<file path="src/core/uart_fifo_pkg.sv">
// Purpose: Shared constants, types and decoders for the UART FIFO block.
// Assumes: One 8-bit character per FIFO entry, bit timing from one clock.
// Notes: Field positions follow the FIFO and line control byte layouts.
package uart_fifo_pkg;
	// FIFO geometry and level counter width.
	localparam int FIFO_DEPTH = 64;
	localparam int DATA_W = 8;
	localparam int LEVEL_W = 7;
	localparam logic [LEVEL_W-1:0] FULL_CAP = 7'h40;
	localparam logic [LEVEL_W-1:0] SINGLE_CAP = 7'h01;
	// System clock cycles per serial bit; baud generation lives elsewhere.
	localparam int CLKS_PER_BIT = 16;
	// FIFO reset settles within this many crystal clock periods.
	localparam int FIFO_RESET_CLKS = 2;
	// Field positions of the FIFO control byte.
	localparam int CTL_RX_TRIG_LSB = 6;
	localparam int CTL_TX_TRIG_LSB = 4;
	localparam int CTL_TX_FLUSH_BIT = 2;
	localparam int CTL_RX_FLUSH_BIT = 1;
	localparam int CTL_ENABLE_BIT = 0;
	localparam logic [7:0] CTL_RESET = 8'h00;
	// Field positions of the line control byte.
	localparam int FMT_WLEN_LSB = 0;
	localparam int FMT_STOP_BIT = 2;
	localparam int FMT_PAR_EN_BIT = 3;
	localparam int FMT_PAR_EVEN_BIT = 4;
	localparam int FMT_PAR_FORCE_BIT = 5;
	localparam int FMT_BREAK_BIT = 6;
	// Shortest word length, selected by a word length code of zero.
	localparam logic [3:0] WLEN_BASE = 4'h5;
	// Stop length in half bits: one, one and a half, two.
	localparam logic [2:0] STOP_HALVES_1 = 3'h2;
	localparam logic [2:0] STOP_HALVES_15 = 3'h3;
	localparam logic [2:0] STOP_HALVES_2 = 3'h4;
	// Receive trigger levels in characters.
	localparam logic [LEVEL_W-1:0] RX_TRIG_0 = 7'h08;
	localparam logic [LEVEL_W-1:0] RX_TRIG_1 = 7'h10;
	localparam logic [LEVEL_W-1:0] RX_TRIG_2 = 7'h38;
	localparam logic [LEVEL_W-1:0] RX_TRIG_3 = 7'h3C;
	// Transmit trigger levels in free spaces.
	localparam logic [LEVEL_W-1:0] TX_TRIG_0 = 7'h08;
	localparam logic [LEVEL_W-1:0] TX_TRIG_1 = 7'h10;
	localparam logic [LEVEL_W-1:0] TX_TRIG_2 = 7'h20;
	localparam logic [LEVEL_W-1:0] TX_TRIG_3 = 7'h38;

	// Serial engine states, shared by receiver and transmitter.
	typedef enum logic [2:0] {
		SER_IDLE, SER_START, SER_DATA, SER_PARITY, SER_STOP
	} ser_state_t;

	// Receive trigger code to a character count.
	function automatic logic [LEVEL_W-1:0] rx_level_of(input logic [1:0] s);
		case (s)
			2'h0: rx_level_of = RX_TRIG_0;
			2'h1: rx_level_of = RX_TRIG_1;
			2'h2: rx_level_of = RX_TRIG_2;
			default: rx_level_of = RX_TRIG_3;
		endcase
	endfunction

	// Transmit trigger code to a count of free spaces.
	function automatic logic [LEVEL_W-1:0] tx_level_of(input logic [1:0] s);
		case (s)
			2'h0: tx_level_of = TX_TRIG_0;
			2'h1: tx_level_of = TX_TRIG_1;
			2'h2: tx_level_of = TX_TRIG_2;
			default: tx_level_of = TX_TRIG_3;
		endcase
	endfunction
endpackage

</file>
<file path="src/core/char_fifo.sv">
// Purpose: Character FIFO with flush and a one-entry mode.
// Assumes: DEPTH is a power of two; pointers wrap naturally.
// Notes: A write into a full FIFO is dropped, never stalled or overwritten.
`timescale 1ns/1ps
`default_nettype none
module char_fifo #(
	parameter int WIDTH = 8,
	parameter int DEPTH = 64,
	parameter int CNT_W = 7
) (
	// Clock and reset.
	input wire logic sys_clk,
	input wire logic srst,
	// Control.
	input wire logic flush,
	input wire logic single_mode,
	// Fill side.
	input wire logic wr_valid,
	input wire logic [WIDTH-1:0] wr_data,
	output logic wr_ready,
	// Drain side.
	input wire logic rd_en,
	output logic rd_valid,
	output logic [WIDTH-1:0] rd_data,
	output logic [CNT_W-1:0] count
);
	localparam int PTR_W = $clog2(DEPTH);

	logic [WIDTH-1:0] mem [DEPTH];      // Character storage.
	logic [PTR_W-1:0] wp_q, wp_d;       // Write pointer.
	logic [PTR_W-1:0] rp_q, rp_d;       // Read pointer.
	logic [CNT_W-1:0] cnt_q, cnt_d;     // Fill level.
	logic [CNT_W-1:0] cap;              // Capacity in the present mode.
	logic push, pop;
	logic [PTR_W-1:0] wr_addr;          // Entry zero only in one-entry mode.

	assign cap = single_mode ? CNT_W'(1) : CNT_W'(DEPTH);
	assign wr_ready = (cnt_q < cap);
	assign rd_valid = (cnt_q != '0);
	assign push = wr_valid && wr_ready;
	assign pop = rd_en && rd_valid;
	assign wr_addr = single_mode ? '0 : wp_q;
	assign rd_data = mem[single_mode ? '0 : rp_q];
	assign count = cnt_q;

	// Next pointers and level; flush discards every stored character.
	always_comb begin
		wp_d = wp_q;
		rp_d = rp_q;
		cnt_d = cnt_q;
		if (flush) begin
			wp_d = '0;
			rp_d = '0;
			cnt_d = '0;
		end else begin
			if (push) begin
				wp_d = single_mode ? '0 : PTR_W'(wp_q + 1'b1);
			end
			if (pop) begin
				rp_d = single_mode ? '0 : PTR_W'(rp_q + 1'b1);
			end
			cnt_d = CNT_W'(cnt_q + CNT_W'(push) - CNT_W'(pop));
		end
	end

	// Pointer and level registers.
	always_ff @(posedge sys_clk) begin
		if (srst) begin
			wp_q <= '0;
			rp_q <= '0;
			cnt_q <= '0;
		end else begin
			wp_q <= wp_d;
			rp_q <= rp_d;
			cnt_q <= cnt_d;
		end
	end

	// Storage is not reset; a write is harmless while flushing.
	always_ff @(posedge sys_clk) begin
		if (push && !flush) begin
			mem[wr_addr] <= wr_data;
		end
	end
endmodule
`default_nettype wire

</file>
<file path="src/core/uart_fifo_control.sv">
// What this block does
// - Receive shifter feeds 64-byte receive FIFO.
// - FIFOs off: receive uses entry zero only.
// - Transmit FIFO feeds shifter onto transmit pin.
// - FIFOs off: transmit byte still stored first.
// - Character arriving at full FIFO is dropped.
// - Receive framing follows line control settings.
// - FIFO control register is write only.
// - Bits 7:6 pick receive trigger 8/16/56/60.
// - Bits 5:4 pick transmit trigger 8/16/32/56.
// - Transmit trigger pick only with enhanced functions enabled; else 8.
// - Bit 2 flushes transmit FIFO, not shifter.
// - Bit 1 flushes receive FIFO, not shifter.
// - Reset bits self-clear; writing zero does nothing.
// - Bit 0 enables both FIFOs; resets to 0.
//
// Purpose: UART receive and transmit FIFOs with their control register.
// Assumes: sys_clk is the crystal clock; CLKS_PER_BIT sets the bit time.
// Notes: Receiver waits out one stop bit unchecked; parity is skipped, not checked.
`timescale 1ns/1ps
`default_nettype none
module uart_fifo_control
	import uart_fifo_pkg::*;
#(
	parameter int CLKS_PER_BIT_P = uart_fifo_pkg::CLKS_PER_BIT
) (
	// Clock and reset.
	input wire logic sys_clk,
	input wire logic srst,
	// FIFO control register write port.
	input wire logic fifo_control_wr,
	input wire logic [7:0] fifo_control_wdata,
	// Line format and enhanced feature settings.
	input wire logic [7:0] line_control_reg,
	input wire logic enhanced_function_enable,
	// Receive holding FIFO read port.
	input wire logic rx_rd,
	output logic [7:0] rx_data,
	// Transmit holding FIFO write port.
	input wire logic tx_wr,
	input wire logic [7:0] tx_wdata,
	// Serial pins.
	input wire logic rx_pin,
	output logic tx_pin,
	// Levels and triggers.
	output logic [uart_fifo_pkg::LEVEL_W-1:0] rx_level,
	output logic [uart_fifo_pkg::LEVEL_W-1:0] tx_space,
	output logic rx_trigger,
	output logic tx_trigger,
	output logic rx_reset_busy,
	output logic tx_reset_busy
);
	import uart_fifo_pkg::*;

	localparam int TMR_W = $clog2(CLKS_PER_BIT_P * 2 + 1);
	localparam logic [TMR_W-1:0] BIT_T = TMR_W'(CLKS_PER_BIT_P - 1);
	localparam logic [TMR_W-1:0] HALF_T = TMR_W'(CLKS_PER_BIT_P / 2 - 1);
	localparam logic [TMR_W-1:0] HALF_BIT = TMR_W'(CLKS_PER_BIT_P / 2);

	// Control register fields; nothing here is readable by the host.
	logic [1:0] rx_trig_q, rx_trig_d;   // Receive trigger code.
	logic [1:0] tx_trig_q, tx_trig_d;   // Transmit trigger code.
	logic en_q, en_d;                   // FIFO enable.
	logic rxr_q, rxr_d;                 // Receive flush pending.
	logic txr_q, txr_d;                 // Transmit flush pending.

	// Line format decode.
	logic [3:0] wlen;                   // Data bits per character.
	logic par_en, par_bit;              // Parity enable and parity value.

	// FIFO ports.
	logic rx_push, rx_ready, rx_valid, tx_pop, tx_valid;
	logic [7:0] rx_head, tx_head;
	logic [LEVEL_W-1:0] rx_cnt, tx_cnt, cap;

	// Receiver state.
	ser_state_t rs_q, rs_d;
	logic [TMR_W-1:0] rt_q, rt_d;       // Receive bit timer.
	logic [3:0] ri_q, ri_d;             // Receive bit index.
	logic [7:0] rx_shift_reg_q, rx_shift_reg_d;
	logic rx_m_q, rx_s_q, rx_prev_q;    // Pin synchroniser and edge history.

	// Transmitter state.
	ser_state_t ts_q, ts_d;
	logic [TMR_W-1:0] tt_q, tt_d;       // Transmit bit timer.
	logic [3:0] ti_q, ti_d;             // Transmit bit index or stop halves.
	logic [7:0] tx_shift_reg_q, tx_shift_reg_d;
	logic line_q, line_d;               // Serial line before break forcing.
	logic [7:0] rx_data_q, rx_data_d;

	assign wlen = WLEN_BASE + {2'h0, line_control_reg[FMT_WLEN_LSB +: 2]};
	assign par_en = line_control_reg[FMT_PAR_EN_BIT];

	// Parity of the shifted character, or forced one/zero.
	function automatic logic parity_of(input logic [7:0] c,
		input logic [7:0] fmt);
		if (fmt[FMT_PAR_FORCE_BIT]) begin
			parity_of = !fmt[FMT_PAR_EVEN_BIT];
		end else begin
			parity_of = (^c) ^ !fmt[FMT_PAR_EVEN_BIT];
		end
	endfunction
	assign par_bit = parity_of(tx_shift_reg_q, line_control_reg);

	// Control register: only writes land here, so no read path exists.
	always_comb begin
		rx_trig_d = rx_trig_q;
		tx_trig_d = tx_trig_q;
		en_d = en_q;
		// A pending flush is applied for one cycle, then clears itself.
		rxr_d = 1'b0;
		txr_d = 1'b0;
		if (fifo_control_wr) begin
			rx_trig_d = fifo_control_wdata[CTL_RX_TRIG_LSB +: 2];
			en_d = fifo_control_wdata[CTL_ENABLE_BIT];
			if (enhanced_function_enable) begin
				tx_trig_d = fifo_control_wdata[CTL_TX_TRIG_LSB +: 2];
			end
			// A new request wins over the self-clear of an older one.
			if (fifo_control_wdata[CTL_RX_FLUSH_BIT]) begin
				rxr_d = 1'b1;
			end
			if (fifo_control_wdata[CTL_TX_FLUSH_BIT]) begin
				txr_d = 1'b1;
			end
		end
	end

	// Control registers.
	always_ff @(posedge sys_clk) begin
		if (srst) begin
			rx_trig_q <= CTL_RESET[CTL_RX_TRIG_LSB +: 2];
			tx_trig_q <= CTL_RESET[CTL_TX_TRIG_LSB +: 2];
			en_q <= CTL_RESET[CTL_ENABLE_BIT];
			rxr_q <= 1'b0;
			txr_q <= 1'b0;
		end else begin
			rx_trig_q <= rx_trig_d;
			tx_trig_q <= tx_trig_d;
			en_q <= en_d;
			rxr_q <= rxr_d;
			txr_q <= txr_d;
		end
	end

	// Receive holding FIFO; flush touches only this, not the shifter.
	char_fifo #(.WIDTH(DATA_W), .DEPTH(FIFO_DEPTH), .CNT_W(LEVEL_W)) rx_fifo (
		.sys_clk(sys_clk),
		.srst(srst),
		.flush(rxr_q),
		.single_mode(!en_q),
		.wr_valid(rx_push),
		.wr_data(rx_shift_reg_q),
		.wr_ready(rx_ready),
		.rd_en(rx_rd),
		.rd_valid(rx_valid),
		.rd_data(rx_head),
		.count(rx_cnt)
	);

	// Transmit holding FIFO; host writes are dropped when it is full.
	char_fifo #(.WIDTH(DATA_W), .DEPTH(FIFO_DEPTH), .CNT_W(LEVEL_W)) tx_fifo (
		.sys_clk(sys_clk),
		.srst(srst),
		.flush(txr_q),
		.single_mode(!en_q),
		.wr_valid(tx_wr),
		.wr_data(tx_wdata),
		.wr_ready(),
		.rd_en(tx_pop),
		.rd_valid(tx_valid),
		.rd_data(tx_head),
		.count(tx_cnt)
	);

	// Receiver: start bit hunt, mid-bit sampling, push at the stop bit.
	always_comb begin
		rs_d = rs_q;
		rt_d = (rt_q != '0) ? TMR_W'(rt_q - 1'b1) : rt_q;
		ri_d = ri_q;
		rx_shift_reg_d = rx_shift_reg_q;
		rx_push = 1'b0;
		case (rs_q)
			SER_IDLE: begin
				if (rx_prev_q && !rx_s_q) begin
					rs_d = SER_START;
					rt_d = HALF_T;
				end
			end
			SER_START: begin
				// A glitch shorter than half a bit is not a start bit.
				if (rt_q == '0) begin
					rs_d = rx_s_q ? SER_IDLE : SER_DATA;
					rt_d = BIT_T;
					ri_d = '0;
					rx_shift_reg_d = '0;
				end
			end
			SER_DATA: begin
				if (rt_q == '0) begin
					rx_shift_reg_d[ri_q[2:0]] = rx_s_q;
					rt_d = BIT_T;
					ri_d = ri_q + 4'h1;
					if (ri_q + 4'h1 == wlen) begin
						rs_d = par_en ? SER_PARITY : SER_STOP;
					end
				end
			end
			SER_PARITY: begin
				if (rt_q == '0) begin
					rs_d = SER_STOP;
					rt_d = BIT_T;
				end
			end
			SER_STOP: begin
				// The finished character moves to the FIFO or is lost.
				if (rt_q == '0) begin
					rx_push = rx_ready;
					rs_d = SER_IDLE;
				end
			end
			default: rs_d = SER_IDLE;
		endcase
	end

	// Receiver registers and a two-stage pin synchroniser.
	always_ff @(posedge sys_clk) begin
		if (srst) begin
			rs_q <= SER_IDLE;
			rt_q <= '0;
			ri_q <= '0;
			rx_shift_reg_q <= '0;
			rx_m_q <= 1'b1;
			rx_s_q <= 1'b1;
			rx_prev_q <= 1'b1;
		end else begin
			rs_q <= rs_d;
			rt_q <= rt_d;
			ri_q <= ri_d;
			rx_shift_reg_q <= rx_shift_reg_d;
			rx_m_q <= rx_pin;
			rx_s_q <= rx_m_q;
			rx_prev_q <= rx_s_q;
		end
	end

	// Transmitter: pops one character when idle, then frames it.
	always_comb begin
		ts_d = ts_q;
		tt_d = (tt_q != '0) ? TMR_W'(tt_q - 1'b1) : tt_q;
		ti_d = ti_q;
		tx_shift_reg_d = tx_shift_reg_q;
		line_d = line_q;
		tx_pop = 1'b0;
		case (ts_q)
			SER_IDLE: begin
				line_d = 1'b1;
				if (tx_valid) begin
					tx_pop = 1'b1;
					tx_shift_reg_d = tx_head;
					ts_d = SER_START;
					tt_d = BIT_T;
					line_d = 1'b0;
				end
			end
			SER_START: begin
				if (tt_q == '0) begin
					ts_d = SER_DATA;
					tt_d = BIT_T;
					ti_d = '0;
					line_d = tx_shift_reg_q[0];
				end
			end
			SER_DATA: begin
				if (tt_q == '0) begin
					tt_d = BIT_T;
					ti_d = ti_q + 4'h1;
					line_d = tx_shift_reg_q[ti_d[2:0]];
					if (ti_q + 4'h1 == wlen) begin
						ts_d = par_en ? SER_PARITY : SER_STOP;
						line_d = par_en ? par_bit : 1'b1;
						if (!par_en) begin
							tt_d = TMR_W'(HALF_BIT - 1'b1);
							ti_d = {1'b0, stop_halves()};
						end
					end
				end
			end
			SER_PARITY: begin
				if (tt_q == '0) begin
					ts_d = SER_STOP;
					tt_d = TMR_W'(HALF_BIT - 1'b1);
					ti_d = {1'b0, stop_halves()};
					line_d = 1'b1;
				end
			end
			SER_STOP: begin
				// Stop time is counted in half bits to allow one and a half.
				if (tt_q == '0) begin
					tt_d = TMR_W'(HALF_BIT - 1'b1);
					ti_d = ti_q - 4'h1;
					if (ti_q == 4'h1) begin
						ts_d = SER_IDLE;
					end
				end
			end
			default: ts_d = SER_IDLE;
		endcase
	end

	// Stop length from the stop select bit and the word length.
	function automatic logic [2:0] stop_halves();
		if (!line_control_reg[FMT_STOP_BIT]) begin
			stop_halves = STOP_HALVES_1;
		end else if (wlen == WLEN_BASE) begin
			stop_halves = STOP_HALVES_15;
		end else begin
			stop_halves = STOP_HALVES_2;
		end
	endfunction

	// Capacity and the host-side receive data latch.
	assign cap = en_q ? FULL_CAP : SINGLE_CAP;
	assign rx_data_d = (rx_rd && rx_valid) ? rx_head : rx_data_q;

	// Transmitter, host data and status registers.
	always_ff @(posedge sys_clk) begin
		if (srst) begin
			ts_q <= SER_IDLE;
			tt_q <= '0;
			ti_q <= '0;
			tx_shift_reg_q <= '0;
			line_q <= 1'b1;
			tx_pin <= 1'b1;
			rx_data_q <= '0;
			rx_level <= '0;
			tx_space <= '0;
			rx_trigger <= 1'b0;
			tx_trigger <= 1'b0;
			rx_reset_busy <= 1'b0;
			tx_reset_busy <= 1'b0;
		end else begin
			ts_q <= ts_d;
			tt_q <= tt_d;
			ti_q <= ti_d;
			tx_shift_reg_q <= tx_shift_reg_d;
			line_q <= line_d;
			// Break holds the line low whatever the shifter does.
			tx_pin <= line_d && !line_control_reg[FMT_BREAK_BIT];
			rx_data_q <= rx_data_d;
			rx_level <= rx_cnt;
			tx_space <= (tx_cnt >= cap) ? '0 : LEVEL_W'(cap - tx_cnt);
			rx_trigger <= (rx_cnt >= rx_level_of(rx_trig_q));
			// Without enhanced functions the default code 00 applies.
			tx_trigger <= (LEVEL_W'(cap - tx_cnt) >= tx_level_of(
				enhanced_function_enable ? tx_trig_q : 2'h0)) &&
				(tx_cnt <= cap);
			rx_reset_busy <= rxr_d;
			tx_reset_busy <= txr_d;
		end
	end

	assign rx_data = rx_data_q;
endmodule
`default_nettype wire

</file>
<file path="config.mk">
export PLATFORM = sky130hd
export DESIGN_NAME = uart_fifo_control
export DESIGN_NICKNAME = d
export VERILOG_FILES = /design/src/core/uart_fifo_pkg.sv /design/src/core/char_fifo.sv /design/src/core/uart_fifo_control.sv
export SDC_FILE = /design/constraint.sdc
export NUM_CORES = 2
export LEC_CHECK = 0
export BUFFER_PORTS_ARGS = -buffer_cell sky130_fd_sc_hd__buf_2
export CORE_MARGIN = 2
export CORE_UTILIZATION = 35
export DETAILED_ROUTE_END_ITERATION = 10
export PLACE_DENSITY = 0.5
export SYNTH_ARGS = -nofsm -noshare
export SYNTH_HDL_FRONTEND = slang
export SYNTH_SLANG_ARGS = --single-unit
export TNS_END_PERCENT = 10
</file>
<file path="constraint.sdc">
create_clock -name sys_clk -period 4.6 [get_ports sys_clk]
set_input_delay 0 -clock sys_clk [delete_from_list [all_inputs] [get_ports sys_clk]]
set_output_delay 0 -clock sys_clk [all_outputs]
set_load 0.05 [all_outputs]
</file>
Word level (Yosys, flattened, before mapping). Memories as Yosys holds them, arrays and structs flattened. A register that Yosys moved wholly into a read port is not among the register bits. Index checks and enable logic that the tools add are counted.

$mul: 0. $add $sub $neg: 15. Bitwise operators: 2. Shift operators: 0. Equal/unequal tests: 29. Divide/modulo/power cells: 0. $lt $le $gt $ge: 9. Multiplexer cells: 81. Reductions and logical operators: 40.

Operator list (count): $mux W6 (16); $mux W3 (16); $mux W4 (10); $pmux W6 S3 (2); $pmux W3 S5 (2); $add A6 B1 Y6 const B (4); $ne A2 B2 Y1 const B (12); $pmux W6 S4 (1); $ge A7 B7 Y1 (3); $mux W7 (3); $mux W1 (19); $mux W8 (2); $pmux W4 S4 (1); $pmux W8 S2 (1); $add A7 B1 Y7 (2); $lt A7 B7 Y1 (2); $reduce_bool A7 Y1 (2); $sub A7 B1 Y7 (2); $eq A3 B2 Y1 const B (4); $logic_not A6 Y1 (2); $pmux W6 S2 (1); $reduce_bool A6 Y1 (2); $sub A6 B1 Y6 const B (2); $logic_and A1 B1 Y1 (10); other kinds (36) (55).

Memories kept: 2. RAM bits: 1024. Flip-flop bits (word level): 100. Latch bits: 0. ROM bits: 0. Output and inout port bits: 27.

Memory list: rx_fifo.mem (depth 64, bits a word 8, read ports 1, clocked after Yosys merged registers in 1, write ports 1, line char_fifo.sv:29) `logic [WIDTH-1:0] mem [DEPTH];`; tx_fifo.mem (depth 64, bits a word 8, read ports 1, clocked after Yosys merged registers in 1, write ports 1, line char_fifo.sv:29).

Longest topological paths before layout.
Depth in word-level cells: 8. Gate-level depth with buffers: 19.

By module. A second synthesis with hierarchy kept.

Cells, all modules: 3201. Area total of the unflattened synthesis: 47538.1 um^2.

By module, submodules not included: char_fifo at rx_fifo (instances 1, area an instance 21738.3 um^2, seq. area each 15755.1 um^2, cells each 1346); char_fifo at tx_fifo (instances 1, area an instance 21622.0 um^2, seq. area each 15755.1 um^2, cells each 1341); uart_fifo_control (instances 1, area an instance 4177.8 um^2, seq. area each 1561.5 um^2, cells each 514).

Worst setup path after synthesis. OpenSTA, ideal clock, no wires.

Path type: flip-flop to flip-flop. Start point: register tx_fifo.cnt_q[3] (netlist: tx_fifo.count[3]). End point: register tx_fifo.cnt_q[6] (netlist: tx_fifo.count[6]). Period minus slack after synthesis: 3.414 ns. Data arrival time: 3.344 ns. Stages on the path, launching flop included: 20. Path buffers: 2. Data required time: 4.530 ns. Path slack: 1.186 ns. Cell sequence: dfxtp_1 -> inv_1 -> ha_1 -> nand2_1 -> nor4_2 -> or3_1 -> clkbuf_1 -> inv_2 -> buf_2 -> ha_1 -> inv_1 -> ha_1 -> fa_1 -> nand2b_1 -> a21oi_1 -> nor2_1 -> or2_2 -> a21oi_1 -> or3_1 -> a21oi_1.

Longest elaborated chain between the ends: 5.

Ends and longest elaborated chain: start: declaration (line char_fifo.sv:32) `logic [CNT_W-1:0] cnt_q, cnt_d;`; start signal: assignment (line char_fifo.sv:75) `cnt_q <= cnt_d;`; $reduce_bool A7 Y1 * (line char_fifo.sv:39) `assign rd_valid = (cnt_q != '0);`; $mux W1 (line uart_fifo_control.sv:258) `if (tx_valid) begin`; $mux W1 (line uart_fifo_control.sv:255) `case (ts_q)`; $logic_and A1 B1 Y1 * (line char_fifo.sv:41) `assign pop = rd_en && rd_valid;`; net tx_fifo.pop (line char_fifo.sv:34) `logic push, pop;`; $sub A7 B1 Y7 * (line char_fifo.sv:62) `cnt_d = CNT_W'(cnt_q + CNT_W'(push) - CNT_W'(pop));`.

Mark *: on every way through the listed nets, which the timed path passes. The rest lies on a longest branch. A chain may end at the register's enable or synchronous reset.

Worst setup path in the final report.
Start point: register ti_q[0]. End point: register tx_pin.

Longest elaborated chain between the ends: 7.

Ends and longest elaborated chain: start: declaration (line uart_fifo_control.sv:86) `logic [3:0] ti_q, ti_d;`; start signal: assignment (line uart_fifo_control.sv:345) `ti_q <= ti_d;`; $add A4 B1 Y4 * (line uart_fifo_control.sv:277, uart_fifo_control.sv:279); $bmux W1 S3 (line uart_fifo_control.sv:278) `line_d = tx_shift_reg_q[ti_d[2:0]];`; $mux W1 (not written as such) (line uart_fifo_control.sv:278); $mux W1 * (line uart_fifo_control.sv:279) `if (ti_q + 4'h1 == wlen) begin`; $mux W1 * (line uart_fifo_control.sv:275) `if (tt_q == '0) begin`; $pmux W1 S4 * (line uart_fifo_control.sv:255); $logic_and A1 B1 Y1 * (line uart_fifo_control.sv:349) `tx_pin <= line_d && !line_control_reg[FMT_BREAK_BIT];`; end signal: assignment (line uart_fifo_control.sv:349); end: declaration (line uart_fifo_control.sv:44) `output logic tx_pin,`.

Mark *: on every way between the ends. The rest lies on a longest branch, timed or not. The select of a mux whose other input is x is not followed.

==> flow_summary_export.csv <==
group,metric,value,unit
run_status,status,"complete, no violations",
synth,synth_fp_nets,3253,
cts,clockBufferDepth,3,
synth,ys_ff_latch,1140,
global_routing,grt_pass1_wl,175000,microns
synth,synth_top_area_share,66.3,%
floorplan,die_area,135000,sq um
cts,cts_made_buffers,119,
synth,synth_area_leaders,"edfxtp_1, dfxtp_1, mux4_2",
placement,dp_hpwl,70100,microns
synth,seq_area_frac_synth,71.3,%
timing,grt_setup_unrepaired,"false",
power,ir_drop,0.403,mV
power,powerDensity,465,nW/um^2
routing,drt-initial-drc-count,2179,
cells_and_area,syn_to_final_growth,14.1,%
cts,clock-root-buffer,"clkbuf_16",
synth,avgSynthCellArea,14.6,sq um
routing,vias_per_cell,5.23,
worst_setup_path,reg2regPathDepth,10,
floorplan,chipHeight,368,microns
cells_and_area,antenna_cells,0,
worst_setup_path,startpoint,"ti_q[0]",
worst_setup_path,end_kind,"flip-flop",
cts,insertion_delay,740,ps
worst_setup_path,r2r-start,"ti_q[0]",
timing,max_freq,242,MHz
cts,cts.clk_slew.worst_paths,60,ps
synth,synthCells,3172,
floorplan,start_util,35.3,%
synth,synth_cell_types,77,
cells_and_area,n_fill_cell,12300,
cells_and_area,layout_common_cells,"edfxtp_1, nor2_1, a21oi_1",
timing,slew_violations,0,
timing,finalHoldViolCount,0,
synth,synth_flop_cell,"edfxtp_1",
cells_and_area,final_nets,3362,
routing,firstDrtPassIters,6,
floorplan,die-width,368,microns
global_routing,first_global_vias,27000,
synth,yosysWarnings,0,
cells_and_area,drive_gt1_share,13.2,%
global_routing,antenna_found_initial,0,
cts,htreeDepth,3,
cts,cts_tree,"yes",
timing,fin_worst_skew,35.9,ps
timing,relSlewSlack,33.0,%
global_routing,grt_usage,17.2,%
floorplan,core_area,131000,sq um
timing,period_minus_slack,4140,ps
cells_and_area,post-route-util,40.2,%
job,cap_violations,0,
placement,place_congestion,0.792,
floorplan,pin_count,58,
min_path,worstHoldStart,"tx_wdata[5]",
global_routing,grt_overflow,0,
routing,wl,118000,microns
timing,setup-tns-final,0,ps
worst_setup_path,cp_max_fo,16,
worst_setup_path,cp.required,5200,ps
min_path,hold_depth,2,
worst_setup_path,r2r-end,"tx_pin",
worst_setup_path,r2r_slack,460,ps
placement,place.port_buffers,55,
routing,ant_nets,0,
worst_setup_path,worstPathArrival,4740,ps
cells_and_area,layout_commonest_cell,"edfxtp_1",
routing,wire_per_inst,23.1,microns
timing,setup_viol,0,
cts,cts.sinks,1140,
min_path,worstHoldEndpoint,"tx_fifo.mem[11][5]",
routing,via_count,26900,
min_path,hold_path.class,"in2reg",
timing,final.period_utilization,89.9,%
synth,yosysTopAreaCell,"edfxtp_1",
global_routing,grt_max_degree,88,
timing,tightest_slew,1000,ps
routing,drc,0,
cts,postCtsSetupBuffers,0,
synth,synth_edf_count,1024,
worst_setup_path,start_kind,"flip-flop",
synth,async_reset_ff_share,0,%
floorplan,rows,133,
synth,syn_area,46400,sq um
worst_setup_path,crit_type,"reg2reg",
power,p_leak,16.7,nW
[Yosys cell counts, drive strengths merged, types with 4 or more instances]
cell	count
xor2	23
buf	95
a2111oi	33
o22ai	109
nor2b	20
edfxtp	1024
a211o	24
ha	48
nand3	54
nand2b	13
o22a	17
nor2	389
o21bai	4
dfxtp	116
nor4	8
o221ai	17
a21oi	167
o211ai	15
o31ai	22
or3	9
a2111o	7
mux4	68
and2	12
mux2	23
and3	7
nand4	11
clkbuf	104
a22oi	48
a31oi	6
xnor2	35
nand2	165
inv	61
mux2i	136
nor3b	5
o21ai	115
a211oi	83
a221oi	21
nor3	19
or2	6
[layout make-up]
cell class | instances | area (sq um) | share of cell area, %
Clock buffer | 158 | 3230 | 6.10
Clock inverter | 58 | 589 | 1.11
Inverter | 62 | 233 | 0.440
Timing Repair Buffer | 187 | 1400 | 2.65
Tap cell | 1755 | 2200 | 4.15
Sequential cell | 1140 | 33100 | 62.6
Multi-Input combinational cell | 1771 | 12100 | 23.0
[where the power goes]
part           switching (W)  internal, W  total (W)
combinational        0.00210      0.00128    0.00338
sequential          0.000315       0.0114     0.0117
clock                0.00398      0.00551    0.00949
total                0.00639       0.0182     0.0246
[sequential cells by signal, summed over array words and instances (netlist names), 7 cells and up]
name,cells
rx_data,8
rx_fifo.count,7
rx_fifo.mem,512
rx_level,7
rx_shift_reg_q,8
tx_fifo.count,7
tx_fifo.mem,512
tx_shift_reg_q,8
tx_space,7
[routing by layer]
metal | vias up | routed length (microns) | track usage, % | share of wire, %
li1 | 12500 | - | - | -
met1 | 13700 | 52400 | 22.9 | 44
met2 | 546 | 58100 | 29.0 | 49
met3 | 178 | 4640 | 2.64 | 3.9
met4 | 0 | 3220 | 5.20 | 2.7
met5 | - | 0 | 0 | 0
[through the flow]
step | total power (W) | setup slack [ps] | area, sq um | std cells | hold WS (ps)
2_1_floorplan | 0.0143 | 1190 | 46400 | 3172 | 98.9
3_3_place_gp | 0.0153 | 727 | 48600 | 4871 | 192
3_5_place_dp | 0.0153 | 758 | 48600 | 4871 | 194
4_1_cts | 0.0249 | 479 | 52900 | 5131 | 2.37
5_1_grt | 0.0256 | 238 | 52900 | 5131 | 33.6
6_report | 0.0246 | 464 | 52900 | 5131 | 38.4
[critical path, cell delays in order (launching register included)]
cell	delay [ps]
dfxtp_1	790
inv_1	110
ha_1	450
xnor2_1	230
nand2_1	70
nor4_1	600
o2111ai_1	190
dlygate4sd3_1	610
a31oi_1	230
o31ai_1	120
dlygate4sd3_1	600
[timing repair]
action,4_1_cts,5_1_grt
resized for setup,0,0
hold buffers,44,0
endpoints found under the setup margin,0,0
endpoints found under the hold margin,213,0
[logic make-up after synthesis]
logic type | synth area share [%]
flip-flops | 71.3
AND/OR/NAND/NOR | 6.87
AO/OA/AOI/OAI | 10.0
buffers and inverters | 2.48
multiplexers | 6.80
XOR/XNOR | 1.10
adder cells (fa/ha/maj) | 1.38
[worst max path at each step]
stage                                    end  slack, ps  cells after the start
after global routing                  tx_pin        240                     10
after floorplan             tx_fifo.count[6]       1190                     19
after global placement    tx_fifo.mem[14][4]        730                      9
after CTS                             tx_pin        480                     10
after detailed placement  tx_fifo.mem[14][5]        760                      9
final                                 tx_pin        460                     10
Note: power is estimated with default switching activity, not from simulation.
